--- config.mk ---
export PLATFORM = sky130hd
export DESIGN_NAME = lin_sbc_mode_control
export DESIGN_NICKNAME = d
export VERILOG_FILES = /design/src/design/lin_mode_pkg.sv /design/src/design/pin_sync.sv /design/src/design/lin_sbc_mode_control.sv
export VERILOG_INCLUDE_DIRS = /design/src /design/src/design
export SDC_FILE = /design/constraint.sdc
export NUM_CORES = 1
export LEC_CHECK = 0
export ABC_CLOCK_PERIOD_IN_PS = 2000
export BUFFER_PORTS_ARGS = -buffer_cell sky130_fd_sc_hd__buf_2
export CORE_ASPECT_RATIO = 0.9
export CORE_MARGIN = 2
export CORE_UTILIZATION = 50
export DETAILED_ROUTE_END_ITERATION = 12
export PLACE_DENSITY = 0.78
export SYNTH_ARGS = -nofsm -noshare
export SYNTH_HDL_FRONTEND = slang
export SYNTH_SLANG_ARGS = --single-unit
export TNS_END_PERCENT = 20
--- constraint.sdc ---
create_clock -name clk -period 2 [get_ports clk]
set_input_delay 0.5 -clock clk [delete_from_list [all_inputs] [get_ports clk]]
set_output_delay 0.5 -clock clk [all_outputs]
set_load 0.01 [all_outputs]
--- src/design/lin_mode_map.svh ---
// Purpose: Constants of the LIN mode controller
// Assumes: 20 MHz clock, one cycle is 50 ns
// Notes: Times are kept in their own unit; cycle counts derive from them
`ifndef LIN_MODE_MAP_SVH
`define LIN_MODE_MAP_SVH

`define CLK_PERIOD_NS 50
`define RESET_TIME_US 4000
`define RESET_CYCLES ((`RESET_TIME_US * 1000) / `CLK_PERIOD_NS)
`define WAKE_TIME_US 100
`define WAKE_CYCLES (((`WAKE_TIME_US * 1000) + `CLK_PERIOD_NS - 1) / `CLK_PERIOD_NS)
`define DOM_TIME_US 1000
`define DOM_CYCLES (((`DOM_TIME_US * 1000) + `CLK_PERIOD_NS - 1) / `CLK_PERIOD_NS)
`define SELECT_WIN_NS 3200
`define SELECT_CYCLES (((`SELECT_WIN_NS) + `CLK_PERIOD_NS - 1) / `CLK_PERIOD_NS)
`define TMR_W 17

`endif

--- src/design/lin_mode_pkg.sv ---
// Purpose: Types of the LIN mode controller
// Assumes: Nothing
// Notes: Gray codes along fail-safe, normal, silent, sleep
package lin_mode_pkg;
	typedef enum logic [1:0] {
		M_FAILSAFE = 2'b00,
		M_NORMAL = 2'b01,
		M_SILENT = 2'b11,
		M_SLEEP = 2'b10
	} mode_t;
	typedef enum logic [1:0] {
		W_IDLE = 2'b00,
		W_LOW = 2'b01,
		W_HELD = 2'b11
	} wake_t;
endpackage

--- src/design/pin_sync.sv ---
// Purpose: Three-stage pin synchroniser with agreement filter
// Assumes: Input asynchronous to clk
// Notes: Output changes when stages two and three agree
`timescale 1ns/1ps
`default_nettype none
module pin_sync (
	// Clock and reset
	input wire logic clk,
	input wire logic rst_n,
	// Pin and result
	input wire logic pin,
	input wire logic reset_level,
	output logic level
);
	logic s1, s2, s3, next_level;

	// Shift chain; reset level is a constant per instance
	always_ff @(posedge clk) begin
		if (!rst_n) begin
			s1 <= reset_level;
			s2 <= reset_level;
			s3 <= reset_level;
			level <= reset_level;
		end else begin
			s1 <= pin;
			s2 <= s1;
			s3 <= s2;
			level <= next_level;
		end
	end

	// Accept a change once two stages agree
	always_comb begin
		next_level = level;
		if (s2 == s3) begin
			next_level = s3;
		end
	end
endmodule // pin_sync
`default_nettype wire

--- src/design/lin_sbc_mode_control.sv ---
// Purpose: Operating-mode controller of a LIN system basis chip
// Assumes: Supply and bus comparators arrive as asynchronous pins
// Notes: Reset pin is open drain; transmit data pin is two-way in fail-safe
`timescale 1ns/1ps
`default_nettype none
`include "lin_mode_map.svh"
module lin_sbc_mode_control
	import lin_mode_pkg::*;
#(
	parameter int RESET_CYC = `RESET_CYCLES,
	parameter int WAKE_CYC = `WAKE_CYCLES,
	parameter int DOM_CYC = `DOM_CYCLES
) (
	// Clock and reset
	input wire logic clk,
	input wire logic rst_n,
	// Host pins
	input wire logic enable_pin,
	input wire logic txd_in,
	output logic txd_out,
	output logic txd_oe,
	output logic rxd,
	output logic reset_output_low,
	// Analogue status
	input wire logic battery_uv,
	input wire logic vcc_uv,
	input wire logic bus_dominant,
	input wire logic bus_prewake,
	// Analogue controls
	output logic regulator_on,
	output logic bus_drive_dominant,
	output logic termination_on,
	output logic bus_receiver_on,
	output logic [1:0] mode
);
	//////////////////////////////////////////////////////////////////////////
	logic en_s, txd_s, buv_s, vuv_s, dom_s, pre_s, en_d, dom_d;
	logic [`TMR_W-1:0] rst_cnt, next_rst_cnt;
	logic [`TMR_W-1:0] wake_cnt, next_wake_cnt;
	logic [`TMR_W-1:0] dom_cnt, next_dom_cnt;
	logic [7:0] win_cnt, next_win_cnt;
	logic win_txd, next_win_txd;
	logic rst_low, next_rst_low;
	mode_t st, next_st;
	wake_t wk, next_wk;
	logic src_wake, next_src_wake, src_buv, next_src_buv, buv_entry, next_buv_entry;
	logic next_txd_out, next_txd_oe, next_rxd, next_reg_on, next_drive, next_term, next_rcv;
	logic wake_evt, en_fall, allow_req;

	// Three-flop pin synchronisers
	pin_sync u_en (.clk(clk), .rst_n(rst_n), .pin(enable_pin), .reset_level(1'b0), .level(en_s));
	pin_sync u_txd (.clk(clk), .rst_n(rst_n), .pin(txd_in), .reset_level(1'b1), .level(txd_s));
	pin_sync u_buv (.clk(clk), .rst_n(rst_n), .pin(battery_uv), .reset_level(1'b0), .level(buv_s));
	pin_sync u_vuv (.clk(clk), .rst_n(rst_n), .pin(vcc_uv), .reset_level(1'b0), .level(vuv_s));
	pin_sync u_dom (.clk(clk), .rst_n(rst_n), .pin(bus_dominant), .reset_level(1'b0), .level(dom_s));
	pin_sync u_pre (.clk(clk), .rst_n(rst_n), .pin(bus_prewake), .reset_level(1'b0), .level(pre_s));

	//////////////////////////////////////////////////////////////////////////
	// Edge detect and request gating
	assign en_fall = en_d && !en_s;
	assign allow_req = !rst_low;
	assign wake_evt = (wk == W_HELD) && !dom_s;

	// Reset hold timer: power-up, Vcc undervoltage and battery undervoltage in normal or silent restart it
	always_comb begin
		next_rst_cnt = rst_cnt;
		next_rst_low = rst_low;
		if (vuv_s || ((st == M_NORMAL || st == M_SILENT) && buv_s)) begin
			next_rst_cnt = '0;
			next_rst_low = 1'b1;
		end else if (next_st == M_SLEEP) begin
			next_rst_cnt = '0;
			next_rst_low = 1'b1;
		end else if (rst_low) begin
			if (rst_cnt == `TMR_W'(RESET_CYC - 1)) begin
				next_rst_low = 1'b0;
			end else begin
				next_rst_cnt = rst_cnt + `TMR_W'(1);
			end
		end
	end

	// Dominant timeout on a stuck transmit data pin
	always_comb begin
		next_dom_cnt = '0;
		if (!txd_s && st == M_NORMAL) begin
			next_dom_cnt = (dom_cnt == `TMR_W'(DOM_CYC)) ? dom_cnt : dom_cnt + `TMR_W'(1);
		end
	end

	// Mode select window: sample transmit data after the enable fall
	always_comb begin
		next_win_cnt = win_cnt;
		next_win_txd = win_txd;
		if (en_fall && allow_req) begin
			next_win_cnt = 8'(`SELECT_CYCLES);
			next_win_txd = txd_s;
		end else if (en_s) begin
			next_win_cnt = 8'h00; // Enable back high abandons a pending request
		end else if (win_cnt != 8'h00) begin
			next_win_cnt = win_cnt - 8'h01;
			next_win_txd = txd_s; // last sample in window decides
		end
	end

	// Wake detector: fall, dominant beyond wake time, then rise
	always_comb begin
		next_wk = wk;
		next_wake_cnt = wake_cnt;
		if (!(st == M_SILENT || (st == M_SLEEP && pre_s))) begin
			next_wk = W_IDLE;
			next_wake_cnt = '0;
		end else begin
			unique case (wk)
				W_IDLE: begin
					next_wake_cnt = '0;
					if (dom_s && !dom_d) next_wk = W_LOW; // falling bus edge only
				end
				W_LOW: begin
					if (!dom_s) begin
						next_wk = W_IDLE;
					end else if (wake_cnt == `TMR_W'(WAKE_CYC - 1)) begin
						next_wk = W_HELD;
					end else begin
						next_wake_cnt = wake_cnt + `TMR_W'(1);
					end
				end
				W_HELD: begin
					if (!dom_s) next_wk = W_IDLE;
				end
				default: next_wk = W_IDLE;
			endcase
		end
	end

	// Mode sequencer
	always_comb begin
		next_st = st;
		next_src_wake = src_wake;
		next_src_buv = src_buv;
		next_buv_entry = buv_entry;
		if (rst_low && st != M_SLEEP) begin
			next_st = M_FAILSAFE;
			if (st == M_NORMAL && buv_s) begin
				next_src_buv = 1'b1;
				next_buv_entry = 1'b1;
			end
		end else begin
			unique case (st)
				M_FAILSAFE: begin
					if (win_cnt == 8'h01 && buv_entry) begin
						next_st = win_txd ? M_SILENT : M_SLEEP;
						next_buv_entry = 1'b0;
					end else if (en_s && allow_req && !buv_entry) begin
						next_st = M_NORMAL;
					end
				end
				M_NORMAL: begin
					next_src_wake = 1'b0;
					next_src_buv = 1'b0;
					next_buv_entry = 1'b0;
					if (buv_s) begin
						next_st = M_FAILSAFE;
						next_src_buv = 1'b1;
						next_buv_entry = 1'b1;
					end else if (win_cnt == 8'h01) begin
						if (win_txd) next_st = M_SILENT;
						else next_st = M_SLEEP;
					end else if (en_fall && dom_cnt == `TMR_W'(DOM_CYC)) begin
						next_st = M_SLEEP;
					end
				end
				M_SILENT: begin
					if (buv_s) begin
						next_st = M_FAILSAFE;
						next_src_buv = 1'b1;
					end else if (wake_evt) begin
						next_st = M_FAILSAFE;
						next_src_wake = 1'b1;
					end else if (en_s) begin
						next_st = M_NORMAL;
					end
				end
				M_SLEEP: begin
					if (wake_evt || en_s) begin
						next_st = M_FAILSAFE;
						next_src_wake = wake_evt;
					end
				end
			endcase
		end
	end

	// Pin and analogue controls from the next mode
	always_comb begin
		next_reg_on = (next_st != M_SLEEP);
		next_term = (next_st == M_NORMAL || next_st == M_FAILSAFE);
		next_rcv = (next_st != M_SLEEP) || pre_s;
		next_drive = (next_st == M_NORMAL) && !txd_s;
		next_txd_oe = (next_st == M_FAILSAFE);
		next_txd_out = next_src_buv && !next_src_wake;
		unique case (next_st)
			M_NORMAL: next_rxd = !dom_s;
			M_SILENT: next_rxd = 1'b1;
			M_SLEEP: next_rxd = 1'b0;
			default: next_rxd = !(next_src_wake || next_src_buv);
		endcase
	end

	//////////////////////////////////////////////////////////////////////////
	// State registers
	always_ff @(posedge clk) begin
		if (!rst_n) begin
			st <= M_FAILSAFE;
			wk <= W_IDLE;
			rst_cnt <= '0;
			rst_low <= 1'b1;
			wake_cnt <= '0;
			dom_cnt <= '0;
			win_cnt <= 8'h00;
			win_txd <= 1'b1;
			en_d <= 1'b0;
			dom_d <= 1'b0;
			src_wake <= 1'b0;
			src_buv <= 1'b0;
			buv_entry <= 1'b0;
			regulator_on <= 1'b1;
			termination_on <= 1'b1;
			bus_receiver_on <= 1'b1;
			bus_drive_dominant <= 1'b0;
			txd_oe <= 1'b1;
			txd_out <= 1'b0;
			rxd <= 1'b1;
			reset_output_low <= 1'b1;
			mode <= M_FAILSAFE;
		end else begin
			st <= next_st;
			wk <= next_wk;
			rst_cnt <= next_rst_cnt;
			rst_low <= next_rst_low;
			wake_cnt <= next_wake_cnt;
			dom_cnt <= next_dom_cnt;
			win_cnt <= next_win_cnt;
			win_txd <= next_win_txd;
			en_d <= en_s;
			dom_d <= dom_s;
			src_wake <= next_src_wake;
			src_buv <= next_src_buv;
			buv_entry <= next_buv_entry;
			regulator_on <= next_reg_on;
			termination_on <= next_term;
			bus_receiver_on <= next_rcv;
			bus_drive_dominant <= next_drive;
			txd_oe <= next_txd_oe;
			txd_out <= next_txd_out;
			rxd <= next_rxd;
			reset_output_low <= next_rst_low;
			mode <= next_st;
		end
	end

	//////////////////////////////////////////////////////////////////////////
	// Checks
	sleep_outputs_a: assert property (@(posedge clk) disable iff (!rst_n)
		(mode == M_SLEEP) |-> (!regulator_on && !rxd && reset_output_low))
		else $error("sleep outputs wrong");
	reset_forces_fs_a: assert property (@(posedge clk) disable iff (!rst_n)
		(rst_low && st == M_NORMAL) |=> (st == M_FAILSAFE))
		else $error("reset did not force fail-safe");
	no_req_reset_a: assert property (@(posedge clk) disable iff (!rst_n)
		(rst_low && st == M_FAILSAFE) |=> (st != M_NORMAL))
		else $error("mode changed during reset hold");
	silent_quiet_a: assert property (@(posedge clk) disable iff (!rst_n)
		(mode == M_SILENT) |-> (!termination_on && !bus_drive_dominant && rxd))
		else $error("silent outputs wrong");
	uv_normal_a: assert property (@(posedge clk) disable iff (!rst_n)
		(st == M_NORMAL && buv_s && !rst_low) |=> (st == M_FAILSAFE && src_buv))
		else $error("undervoltage did not leave normal");
	wake_src_a: assert property (@(posedge clk) disable iff (!rst_n)
		(txd_oe && src_wake) |-> (!txd_out && !rxd))
		else $error("wake source code wrong");
	wake_exit_a: assert property (@(posedge clk) disable iff (!rst_n)
		(st == M_SILENT && wake_evt && !buv_s && !rst_low) |=> (st == M_FAILSAFE))
		else $error("wake did not enter fail-safe");
	normal_clear_a: assert property (@(posedge clk) disable iff (!rst_n)
		(st == M_NORMAL && !buv_s && !rst_low) |=> (!src_wake))
		else $error("wake source not cleared");
	cv_silent: cover property (@(posedge clk) disable iff (!rst_n) st == M_SILENT);
	cv_sleep: cover property (@(posedge clk) disable iff (!rst_n) st == M_SLEEP);
	cv_wake: cover property (@(posedge clk) disable iff (!rst_n) wake_evt);
	cv_stuck: cover property (@(posedge clk) disable iff (!rst_n)
		st == M_NORMAL && en_fall && dom_cnt == `TMR_W'(DOM_CYC));
	cv_buv_select: cover property (@(posedge clk) disable iff (!rst_n)
		st == M_FAILSAFE && buv_entry && win_cnt == 8'h01);
	// Outputs outside the select paths
	failsafe_out_a: assert property (@(posedge clk) disable iff (!rst_n)
		(mode == M_FAILSAFE) |-> (txd_oe && regulator_on && !bus_drive_dominant))
		else $error("fail-safe outputs wrong");
	no_drive_a: assert property (@(posedge clk) disable iff (!rst_n)
		(mode != M_NORMAL) |-> !bus_drive_dominant)
		else $error("bus driven outside normal");
	buv_code_a: assert property (@(posedge clk) disable iff (!rst_n)
		(txd_oe && src_buv && !src_wake) |-> (txd_out && !rxd))
		else $error("undervoltage source code wrong");
	// Select paths out of normal
	sleep_entry_a: assert property (@(posedge clk) disable iff (!rst_n)
		(st == M_NORMAL && win_cnt == 8'h01 && !win_txd && !buv_s && !rst_low)
		|=> (st == M_SLEEP))
		else $error("sleep request not taken");
	stuck_sleep_a: assert property (@(posedge clk) disable iff (!rst_n)
		(st == M_NORMAL && en_fall && dom_cnt == `TMR_W'(DOM_CYC) && !buv_s && !rst_low)
		|=> (st == M_SLEEP))
		else $error("stuck transmit did not allow sleep");
endmodule // lin_sbc_mode_control
`default_nettype wire

==> results.toml, run 1 <==
[synthesis]
syn_area_per_cell_um2 = 9.02
synth_cells = 468
ys.flop_type = "dfxtp_1"
synthArstFlopShare_pct = 0
yosysSeqAreaShare_pct = 47.9
ys_ff_latch = 101
synth_edf_count = 0
ys_warn_count = 0
synth_cell_type_count = 60
syn-cell-area_um2 = 4220
synth_nets = 483

[placed_design]
pre_cts_slack_ps = -94.3
dp_hpwl_mm = 5.62
io_buffers = 17
dp.cells = 615
gp_congestion = 0.965
postPlaceCellArea_um2 = 4700

[drt]
via_per_inst = 5.28
first_iter_violations = 98
dr.pass1.iters = 4
drcViolationCount = 0
drt_wl_total_mm = 7.94
antenna_left = 0
post_drt_wl_per_cell_um = 12.5
vias = 3345

[status]
violations = "setup timing"
status = "finished, violations left"

[power_and_ir_drop]
p_leak_nw = 1.88
power.density_nw_per_um2 = 846
peakVddDrop_uv = 650
total_power_mw = 4.19

[timing]
holdWs_ps = 317
worstMarginPinSlew_ps = 588
fin_crit_ps = 2060
slew-limit-headroom_pct = 60.8
fin_ws_ps = -57.9
rsz0062_at_grt = "true"
hold_viol_final = 0
fin_worst_skew_ps = 14.7
max_freq_mhz = 486
finalSetupViolations = 1
drv_slew = 0
finalCritPeriodShare_pct = 103

[final_layout]
synthToLayoutAreaGrowth_pct = 17.3
finalNetCount = 544
fillCellCount = 677
drive_gt1_share_pct = 19.5
final_cells = 633
fin_area_um2 = 4950
n_antenna_cell = 0

[critical_path]
critPathKind = "register to register"
worstSetupStartpointType = "register"
critPathArrivalTime_ps = 2300
crit_required_ps = 2250
cp-end-kind = "register"
cp_max_fo = 6

[global_routing]
antenna_found_initial = 0
grt_max_degree = 26
grt_first_pass_wirelength_mm = 14.0
grt_usage_pct = 18.6
grt_overflow = 0
first_global_vias = 3195

[clock_tree]
clock_sinks = 101
cts_hold_buf = 0
cts_root_buf = "clkbuf_8"
clk_latency_ps = 360
clockBufferDepth = 2
clk_pin_slew_ps = 100
cts_buffers = 9
cts_tree = "built"
htreeDepth = 3

[run]
drv_cap = 0

[floorplanning]
die_h_um = 91.1
coreArea_um2 = 8110
num_rows = 31
die_w_um = 101
die_area_um2 = 9190
ios = 18
start_util_pct = 52.0

[worst_hold_path]
hold_class = "input port to register"
-- cells in the mapped netlist (3+ instances only) --
cell      instances  area share [%]
a21oi_1          16             1.9
and2_1           19             2.8
and3_1           16             2.4
clkbuf_1         10            0.89
dfxtp_1         101              48
ha_1              7             2.1
inv_1            12             1.1
nand2_1          37             3.3
nand2b_1          5            0.74
nand3_1          14             1.7
nand3b_1          5            0.89
nand4_1           9             1.3
nor2_1           78             6.9
nor3_1           14             1.7
nor4_1            3            0.44
o211ai_1          4            0.71
o21ai_0          15             1.8
or3_1             5            0.74
xnor2_1          19             3.9
xor2_1           25             5.2
-- critical path: stages (launching register included) --
cell     delay, ps
dfxtp_1        340
nor4_4         310
and3_4         260
or2b_1         240
a32o_2         250
or3_4          360
or2_1          200
-- registers in the layout (all words and copies together) (netlist names), 2 cells and up --
signal and count:
wake_cnt 17, st 2, dom_cnt 17, wk 2
win_cnt 8, rst_cnt 17
-- cell families (layout without fill, tap and decap cells) --
family	after synthesis	after routing	share of synthesized area, %
fa+ha+maj	7	7	2.08
xor+xnor	44	44	9.13
mux	3	3	0.741
simple gates	230	230	28.7
flops	101	101	47.9
buf+inv	25	91	2.43
compound gates	58	58	8.96
-- per-stage QoR --
stage          utilization [%]  setup TNS [ps]
6_report                  61.0           -57.9
3_5_place_dp              58.0            -121
3_3_place_gp              58.0           -7.73
4_1_cts                   60.7           -46.5
5_1_grt                   61.0            -686
2_1_floorplan                -            -297
-- what timing repair did --
item	in CTS	in global routing
gates resized for setup	5	6
setup buffers	1	1
pin swaps	2	4
endpoints found under the setup margin	7	29
-- report_power, final --
group	internal [mW]	leakage (nW)	switching [mW]	total, mW
clock network	0.517	0.0984	0.720	1.24
logic	0.416	0.959	0.348	0.765
registers	2.11	0.821	0.0759	2.19
total	3.04	1.88	1.14	4.19
-- per-layer routing --
layer  global-route usage, %  share of wire, %
met1                    23.8                49
met2                    30.8                47
met3                    4.39               3.2
met4                    6.16               1.1
met5                       0                 0
-- cell usage in the layout (no fill, tap or decap), drive strengths merged, types with 5 or more instances in the layout --
cell	netlist	layout
nand4	9	9
ha	7	7
nand2b	5	5
xnor2	19	19
nand3	14	14
or3	6	6
and3	17	17
inv	12	16
xor2	25	25
nor2	78	78
dfxtp	101	101
nand2	38	38
o21ai	16	16
nor3	14	14
a21oi	17	17
buf	3	63
and2	19	19
nand3b	5	5
clkbuf	10	11
-- final cells by class --
type / instances / area [µm²] / area share (%)
Inverter: 12 / 45.0 / 0.910
Clock buffer: 11 / 141 / 2.86
Tap cell: 99 / 124 / 2.50
Multi-Input combinational cell: 342 / 2130 / 43.0
Sequential cell: 101 / 2030 / 40.9
Clock inverter: 5 / 48.8 / 0.986
Timing Repair Buffer: 63 / 434 / 8.78
-- final timing paths --
kind | from | end | slack (ps) | depth (start not counted)
min reg2reg | u_txd.s1 | u_txd.s2 | 420 | 1
max reg2reg | win_cnt[5] | bus_receiver_on | -60 | 6
min | txd_in | u_txd.s1 | 320 | 2
max | win_cnt[5] | bus_receiver_on | -60 | 6
(Power assumes the default switching activity.)
==> run 2, diff against run 1 <==
Settings changed: ABC_AREA from default to 1.
==> run 2 against run 1 <==
  * The flow now finishes without violations
  * Wire length is 19% higher
  * Clock skew down 2.5 ps
  * Via count increased by 22%
  * Flip-flop and latch count did not move
  * Setup slack better by 200 ps
  * Synthesized area grew 13%
  * Highest routed layer unchanged
==> results.toml, run 2 <==
[status]
status = "complete, no violations"

[timing]
drv_slew = 0
max_freq_mhz = 538
worstMarginPinSlew_ps = 479
hold_viol_final = 0
finalCritPeriodShare_pct = 92.9
fin_crit_ps = 1860
rsz0062_at_grt = "true"
holdWs_ps = 299
finalSetupViolations = 0
fin_worst_skew_ps = 12.3
slew-limit-headroom_pct = 67.8

[synthesis]
ys_ff_latch = 101
yosysSeqAreaShare_pct = 42.4
syn-cell-area_um2 = 4760
ys_warn_count = 0
yosysTopAreaCell = "dfxtp_1"
synth_edf_count = 0
synth_cells = 650
synth_cell_type_count = 38
yosysMostFrequentCell = "nand2_1"
syn_area_per_cell_um2 = 7.33
ys_top_cells_by_count = "118 x nand2_1, 101 x dfxtp_1, 100 x inv_1"
synth_nets = 665
synthArstFlopShare_pct = 0
ys.flop_type = "dfxtp_1"
yosys.area.top_type_share_pct = 42.4
synth_area_leaders = "dfxtp_1 42%, nand2_1 9.3%, inv_1 7.9%"

[floorplanning]
die_w_um = 107
num_rows = 33
start_util_pct = 51.7
die_h_um = 96.6
coreArea_um2 = 9210
ios = 18
die_area_um2 = 10300

[clock_tree]
clock_sinks = 101
htreeDepth = 3
post-cts-setup-buffers = 0
clk_pin_slew_ps = 90
cts_root_buf = "clkbuf_8"
cts_tree = "built"
clk_latency_ps = 380
clockBufferDepth = 2
cts_buffers = 9

[critical_path]
reg2reg_to = "rst_cnt[15]"
cp_max_fo = 8
r2r_slack_ps = 140
cp_cell_sequence = "inv_1 -> ha_1 -> nand2_1 -> inv_1 -> nand2_1 -> nor2_2 -> nand2_2 -> o21ai_2 -> nand2_2 -> a21oi_4 -> nand3_2 -> nand2_4 -> clkbuf_16 -> nor2_4"
cp_num_buf_inv = 3
reg2regPathDepth = 14
cp-end-kind = "register"
critical-path-max-stage-delay_ps = 330
path_delay_family = "simple AND/OR/NAND/NOR gates"
critPathArrivalTime_ps = 2130
crit_required_ps = 2270
worstSetupStartpointType = "register"
crit_path_top_delay_cell = "dfxtp_1"
r2r_start = "dom_cnt[1]"
critPathKind = "register to register"

[placed_design]
dp_hpwl_mm = 7.07
gp_congestion = 0.932
dp.cells = 786
io_buffers = 17
postPlaceCellArea_um2 = 5020

[global_routing]
busiest_layer = "met2"
grt_overflow = 0
first_global_vias = 3919
grt_usage_pct = 20.0
grt_first_pass_wirelength_mm = 16.8
grt_max_degree = 25
met2_usage_pct = 32.2
grt_util_met1_pct = 25.2
antenna_found_initial = 0
gr-usage-met3_pct = 6.20

[power_and_ir_drop]
power.density_nw_per_um2 = 780
total_power_mw = 4.13
peakVddDrop_uv = 668
p_leak_nw = 2.14

[final_layout]
final_cells = 802
fin_area_um2 = 5300
finalNetCount = 691
synthToLayoutAreaGrowth_pct = 11.2
reg.largest.list = "dom_cnt x17, rst_cnt x17, wake_cnt x17"
n_antenna_cell = 0
drive_gt1_share_pct = 12.8
final_common_cell = "nand2_1"
final_cell_mix = "118 x nand2_1, 101 x dfxtp_1, 99 x inv_1"

[run]
drv_cap = 0

[drt]
drt_wl_total_mm = 9.48
antenna_left = 0
vias = 4092
via_per_inst = 5.10
drcViolationCount = 0
first_iter_violations = 260
post_drt_wl_per_cell_um = 11.8
dr.pass1.iters = 5

[worst_hold_path]
hold_class = "input port to register"
holdPathEnd = "u_vuv.s1"
hp-start = "vcc_uv"
hold_depth = 3
-- run 2: cell type report --
cell class | count | area, µm²
inverters | 106 | 402
clock buffers | 10 | 128
multi-input cells | 429 | 2290
repair buffers | 29 | 205
clock inverters | 5 | 100
well taps | 122 | 153
flip-flops and latches | 101 | 2020
fillers | 823 | 3910
-- run 2: cells by family after synthesis --
kind of cell,after synthesis,share of synthesized area [%]
AO/OA/AOI/OAI,80,9.35
XOR/XNOR,28,5.15
adder cells (fa/ha/maj),7,1.84
buffers and inverters,120,9.95
flip-flops,101,42.4
multiplexers,1,0.210
AND/OR/NAND/NOR,313,31.1
-- run 2: metrics by stage --
step           util (%)  setup TNS (ps)  worst slack, ps
4_1_cts            57.0               0             98.2
3_5_place_dp       54.5               0              117
3_3_place_gp       54.5               0              185
5_1_grt            57.5           -15.1            -10.3
2_1_floorplan         -               0              250
6_report           57.5               0              142
-- run 2: what timing repair did --
action,in CTS,in global routing
hold buffers,0,0
resized for setup,0,7
hold endpoints to repair,0,0
setup endpoints to repair,0,24
-- run 2: worst reg2reg max path, stage by stage (launching register included) --
cell       delay, ps
dfxtp_1          330
inv_1            100
ha_1             150
nand2_1           50
inv_1             50
nand2_1           80
nor2_2           130
nand2_2           80
o21ai_2          120
nand2_2           70
a21oi_4          150
nand3_2          110
nand2_4          110
clkbuf_16        190
nor2_4            40
-- run 2: how the worst max path moves through the flow --
stage                     from          end  slack [ps]  cells past startpoint
floorplan           dom_cnt[0]  rst_cnt[14]         250                     14
global route        dom_cnt[0]  dom_cnt[14]         -10                      9
finish              dom_cnt[1]  rst_cnt[15]         140                     14
global placement    dom_cnt[0]  rst_cnt[16]         190                     14
detailed placement  dom_cnt[0]   rst_cnt[5]         120                     14
CTS                 dom_cnt[0]   rst_cnt[5]         100                     14
-- run 2: routing by layer --
layer | wire [µm] | share of wire, % | vias up
met3 | 528 | 5.6 | 23
met5 | 0 | 0 | -
li1 | - | - | 2109
met1 | 4440 | 47 | 1860
met2 | 4290 | 45 | 100
met4 | 217 | 2.3 | 0
-- run 2: report_power, final --
group | internal [mW] | switching (mW) | total, mW
clock | 0.820 | 0.680 | 1.50
combinational | 0.185 | 0.298 | 0.483
sequential | 2.09 | 0.0594 | 2.15
==> run 3, diff against run 2 <==
Settings changed: CELL_PAD_IN_SITES_DETAIL_PLACEMENT from default to 0, CELL_PAD_IN_SITES_GLOBAL_PLACEMENT from default to 2, CORE_UTILIZATION 50 to 32, PLACE_DENSITY 0.78 to 0.83.
==> run 3 against run 2 <==
  * Wire length is 5.9% higher
  * Sequential share of layout area is 1.9 points lower
  * Total power is 6.5% higher
  * Utilization is 19 points lower
  * Critical path depth stayed put
  * Critical path type unchanged
  * Critical endpoint is now rst_cnt[6]
  * Largest power group unchanged
  * Highest routed layer unchanged
==> results.toml, run 3 (synthesis gave the netlist of run 2 again) <==
[status]
status = "complete, no violations"

[final_layout]
reg.largest.list = "dom_cnt x17, rst_cnt x17, wake_cnt x17"
final_common_cell = "nand2_1"
final_cells = 889
fillCellCount = 1601
final_util_pct = 38.2
finalNetCount = 701
final_cell_mix = "115 x nand2_1, 99 x dfxtp_1, 97 x inv_1"
drive_gt1_share_pct = 15.2
fin_area_um2 = 5580
n_antenna_cell = 0
synthToLayoutAreaGrowth_pct = 17.2

[timing]
worstMarginPinSlew_ps = 461
finalSetupViolations = 0
max_freq_mhz = 541
fin_worst_skew_ps = 4.41
drv_slew = 0
fin_crit_ps = 1850
finalCritPeriodShare_pct = 92.4
fin_ws_ps = 151
hold_viol_final = 0
slew-limit-headroom_pct = 69.0

[clock_tree]
clockBufferDepth = 2
clk_latency_ps = 350
htreeDepth = 3
cts_root_buf = "clkbuf_16"
clk_pin_slew_ps = 70
cts_buffers = 9
clock_sinks = 101
cts_tree = "built"
cts_hold_buf = 0

[placed_design]
dp_hpwl_mm = 7.49
gp_congestion = 0.841
pre_cts_slack_ps = 102
postPlaceCellArea_um2 = 5180
dp.cells = 869
io_buffers = 17

[power_and_ir_drop]
p_leak_nw = 2.23
p_int_mw = 3.29
p_seq_share_pct = 48.8
peakVddDrop_uv = 620
switchingPower_mw = 1.12
power.density_nw_per_um2 = 789
swShare_pct = 25.3
total_power_mw = 4.40
power.share.clock_pct = 40.2
p_comb_share_pct = 11.0

[global_routing]
grt_overflow = 0
grt_usage_pct = 13.4
antenna_found_initial = 0
grt_first_pass_wirelength_mm = 17.2
grt_max_degree = 25
first_global_vias = 3704

[drt]
via_per_inst = 4.49
dr.pass1.iters = 4
drcViolationCount = 0
drt_wl_total_mm = 10.0
vias = 3996
first_iter_violations = 189
post_drt_wl_per_cell_um = 11.3
antenna_left = 0

[critical_path]
cp_max_fo = 5
worstSetupStartpointType = "register"
cp_num_buf_inv = 3
cp_common_cell = "nand2_2"
critical-path-max-stage-delay_ps = 340
cp_cell_sequence = "inv_4 -> ha_4 -> nand2_2 -> inv_1 -> nand2_2 -> nor2_4 -> nand2_2 -> o21ai_2 -> nand2_2 -> a21oi_4 -> nand3_4 -> nand2_4 -> clkbuf_16 -> nor2_4"
crit_path_top_delay_cell = "dfxtp_2"
cp-end-kind = "register"
crit_required_ps = 2240
path_delay_family = "simple AND/OR/NAND/NOR gates"
critPathArrivalTime_ps = 2090
critPathKind = "register to register"

[floorplanning]
die_h_um = 120
die_w_um = 133
coreArea_um2 = 14600
die_area_um2 = 15900
num_rows = 42
start_util_pct = 32.6
ios = 18

[run]
drv_cap = 0

[worst_hold_path]
hold_class = "input port to register"
-- run 3: what timing repair did --
action,4_1_cts,5_1_grt
endpoints found under the setup margin,0,25
gates resized for setup,0,18
setup buffers,0,3
-- run 3: tightest hold or removal path, delay by kind of cell --
| kind | cells | cell delay [ps] |
|---|---|---|
| buffers and inverters | 2 | 110 |
| AND/OR/NAND/NOR | 1 | 40 |
-- run 3: per-layer routing --
metal	global-route usage (%)	part of all wire [%]	vias to the layer above
li1	-	-	2142
met1	17.6	51	1806
met2	21.2	44	36
met3	3.93	3.0	12
met4	4.44	1.3	0
met5	0	0	-
-- run 3: final timing paths --
check / from / to / slack, ps / cells after the start
setup reg to reg: dom_cnt[1] / rst_cnt[6] / 150 / 14
setup / recovery: dom_cnt[1] / rst_cnt[6] / 150 / 14
hold / removal: bus_dominant / u_dom.s1 / 330 / 3
hold reg to reg: u_dom.s1 / u_dom.s2 / 410 / 2
-- run 3: power groups by stage --
stage	clock network (mW)	logic [mW]	registers, mW
2_1_floorplan	0	0.393	2.19
3_3_place_gp	0	0.472	2.19
3_5_place_dp	0	0.482	2.20
4_1_cts	1.84	0.484	2.15
5_1_grt	1.92	0.571	2.16
6_report	1.77	0.482	2.15
-- run 3: through the flow --
| step | hold slack (ps) | setup TNS (ps) |
|---|---|---|
| 2_1_floorplan | 390 | 0 |
| 3_3_place_gp | 400 | 0 |
| 3_5_place_dp | 399 | 0 |
| 4_1_cts | 311 | 0 |
| 5_1_grt | 320 | -3.02 |
| 6_report | 326 | 0 |
-- run 3: layout make-up --
cell class,count,area (µm²),area share [%]
well taps,198,248,4.44
flip-flops and latches,101,2020,36.3
multi-input cells,429,2310,41.4
clock inverters,5,58.8,1.05
clock buffers,11,243,4.35
repair buffers,39,293,5.24
inverters,106,404,7.24
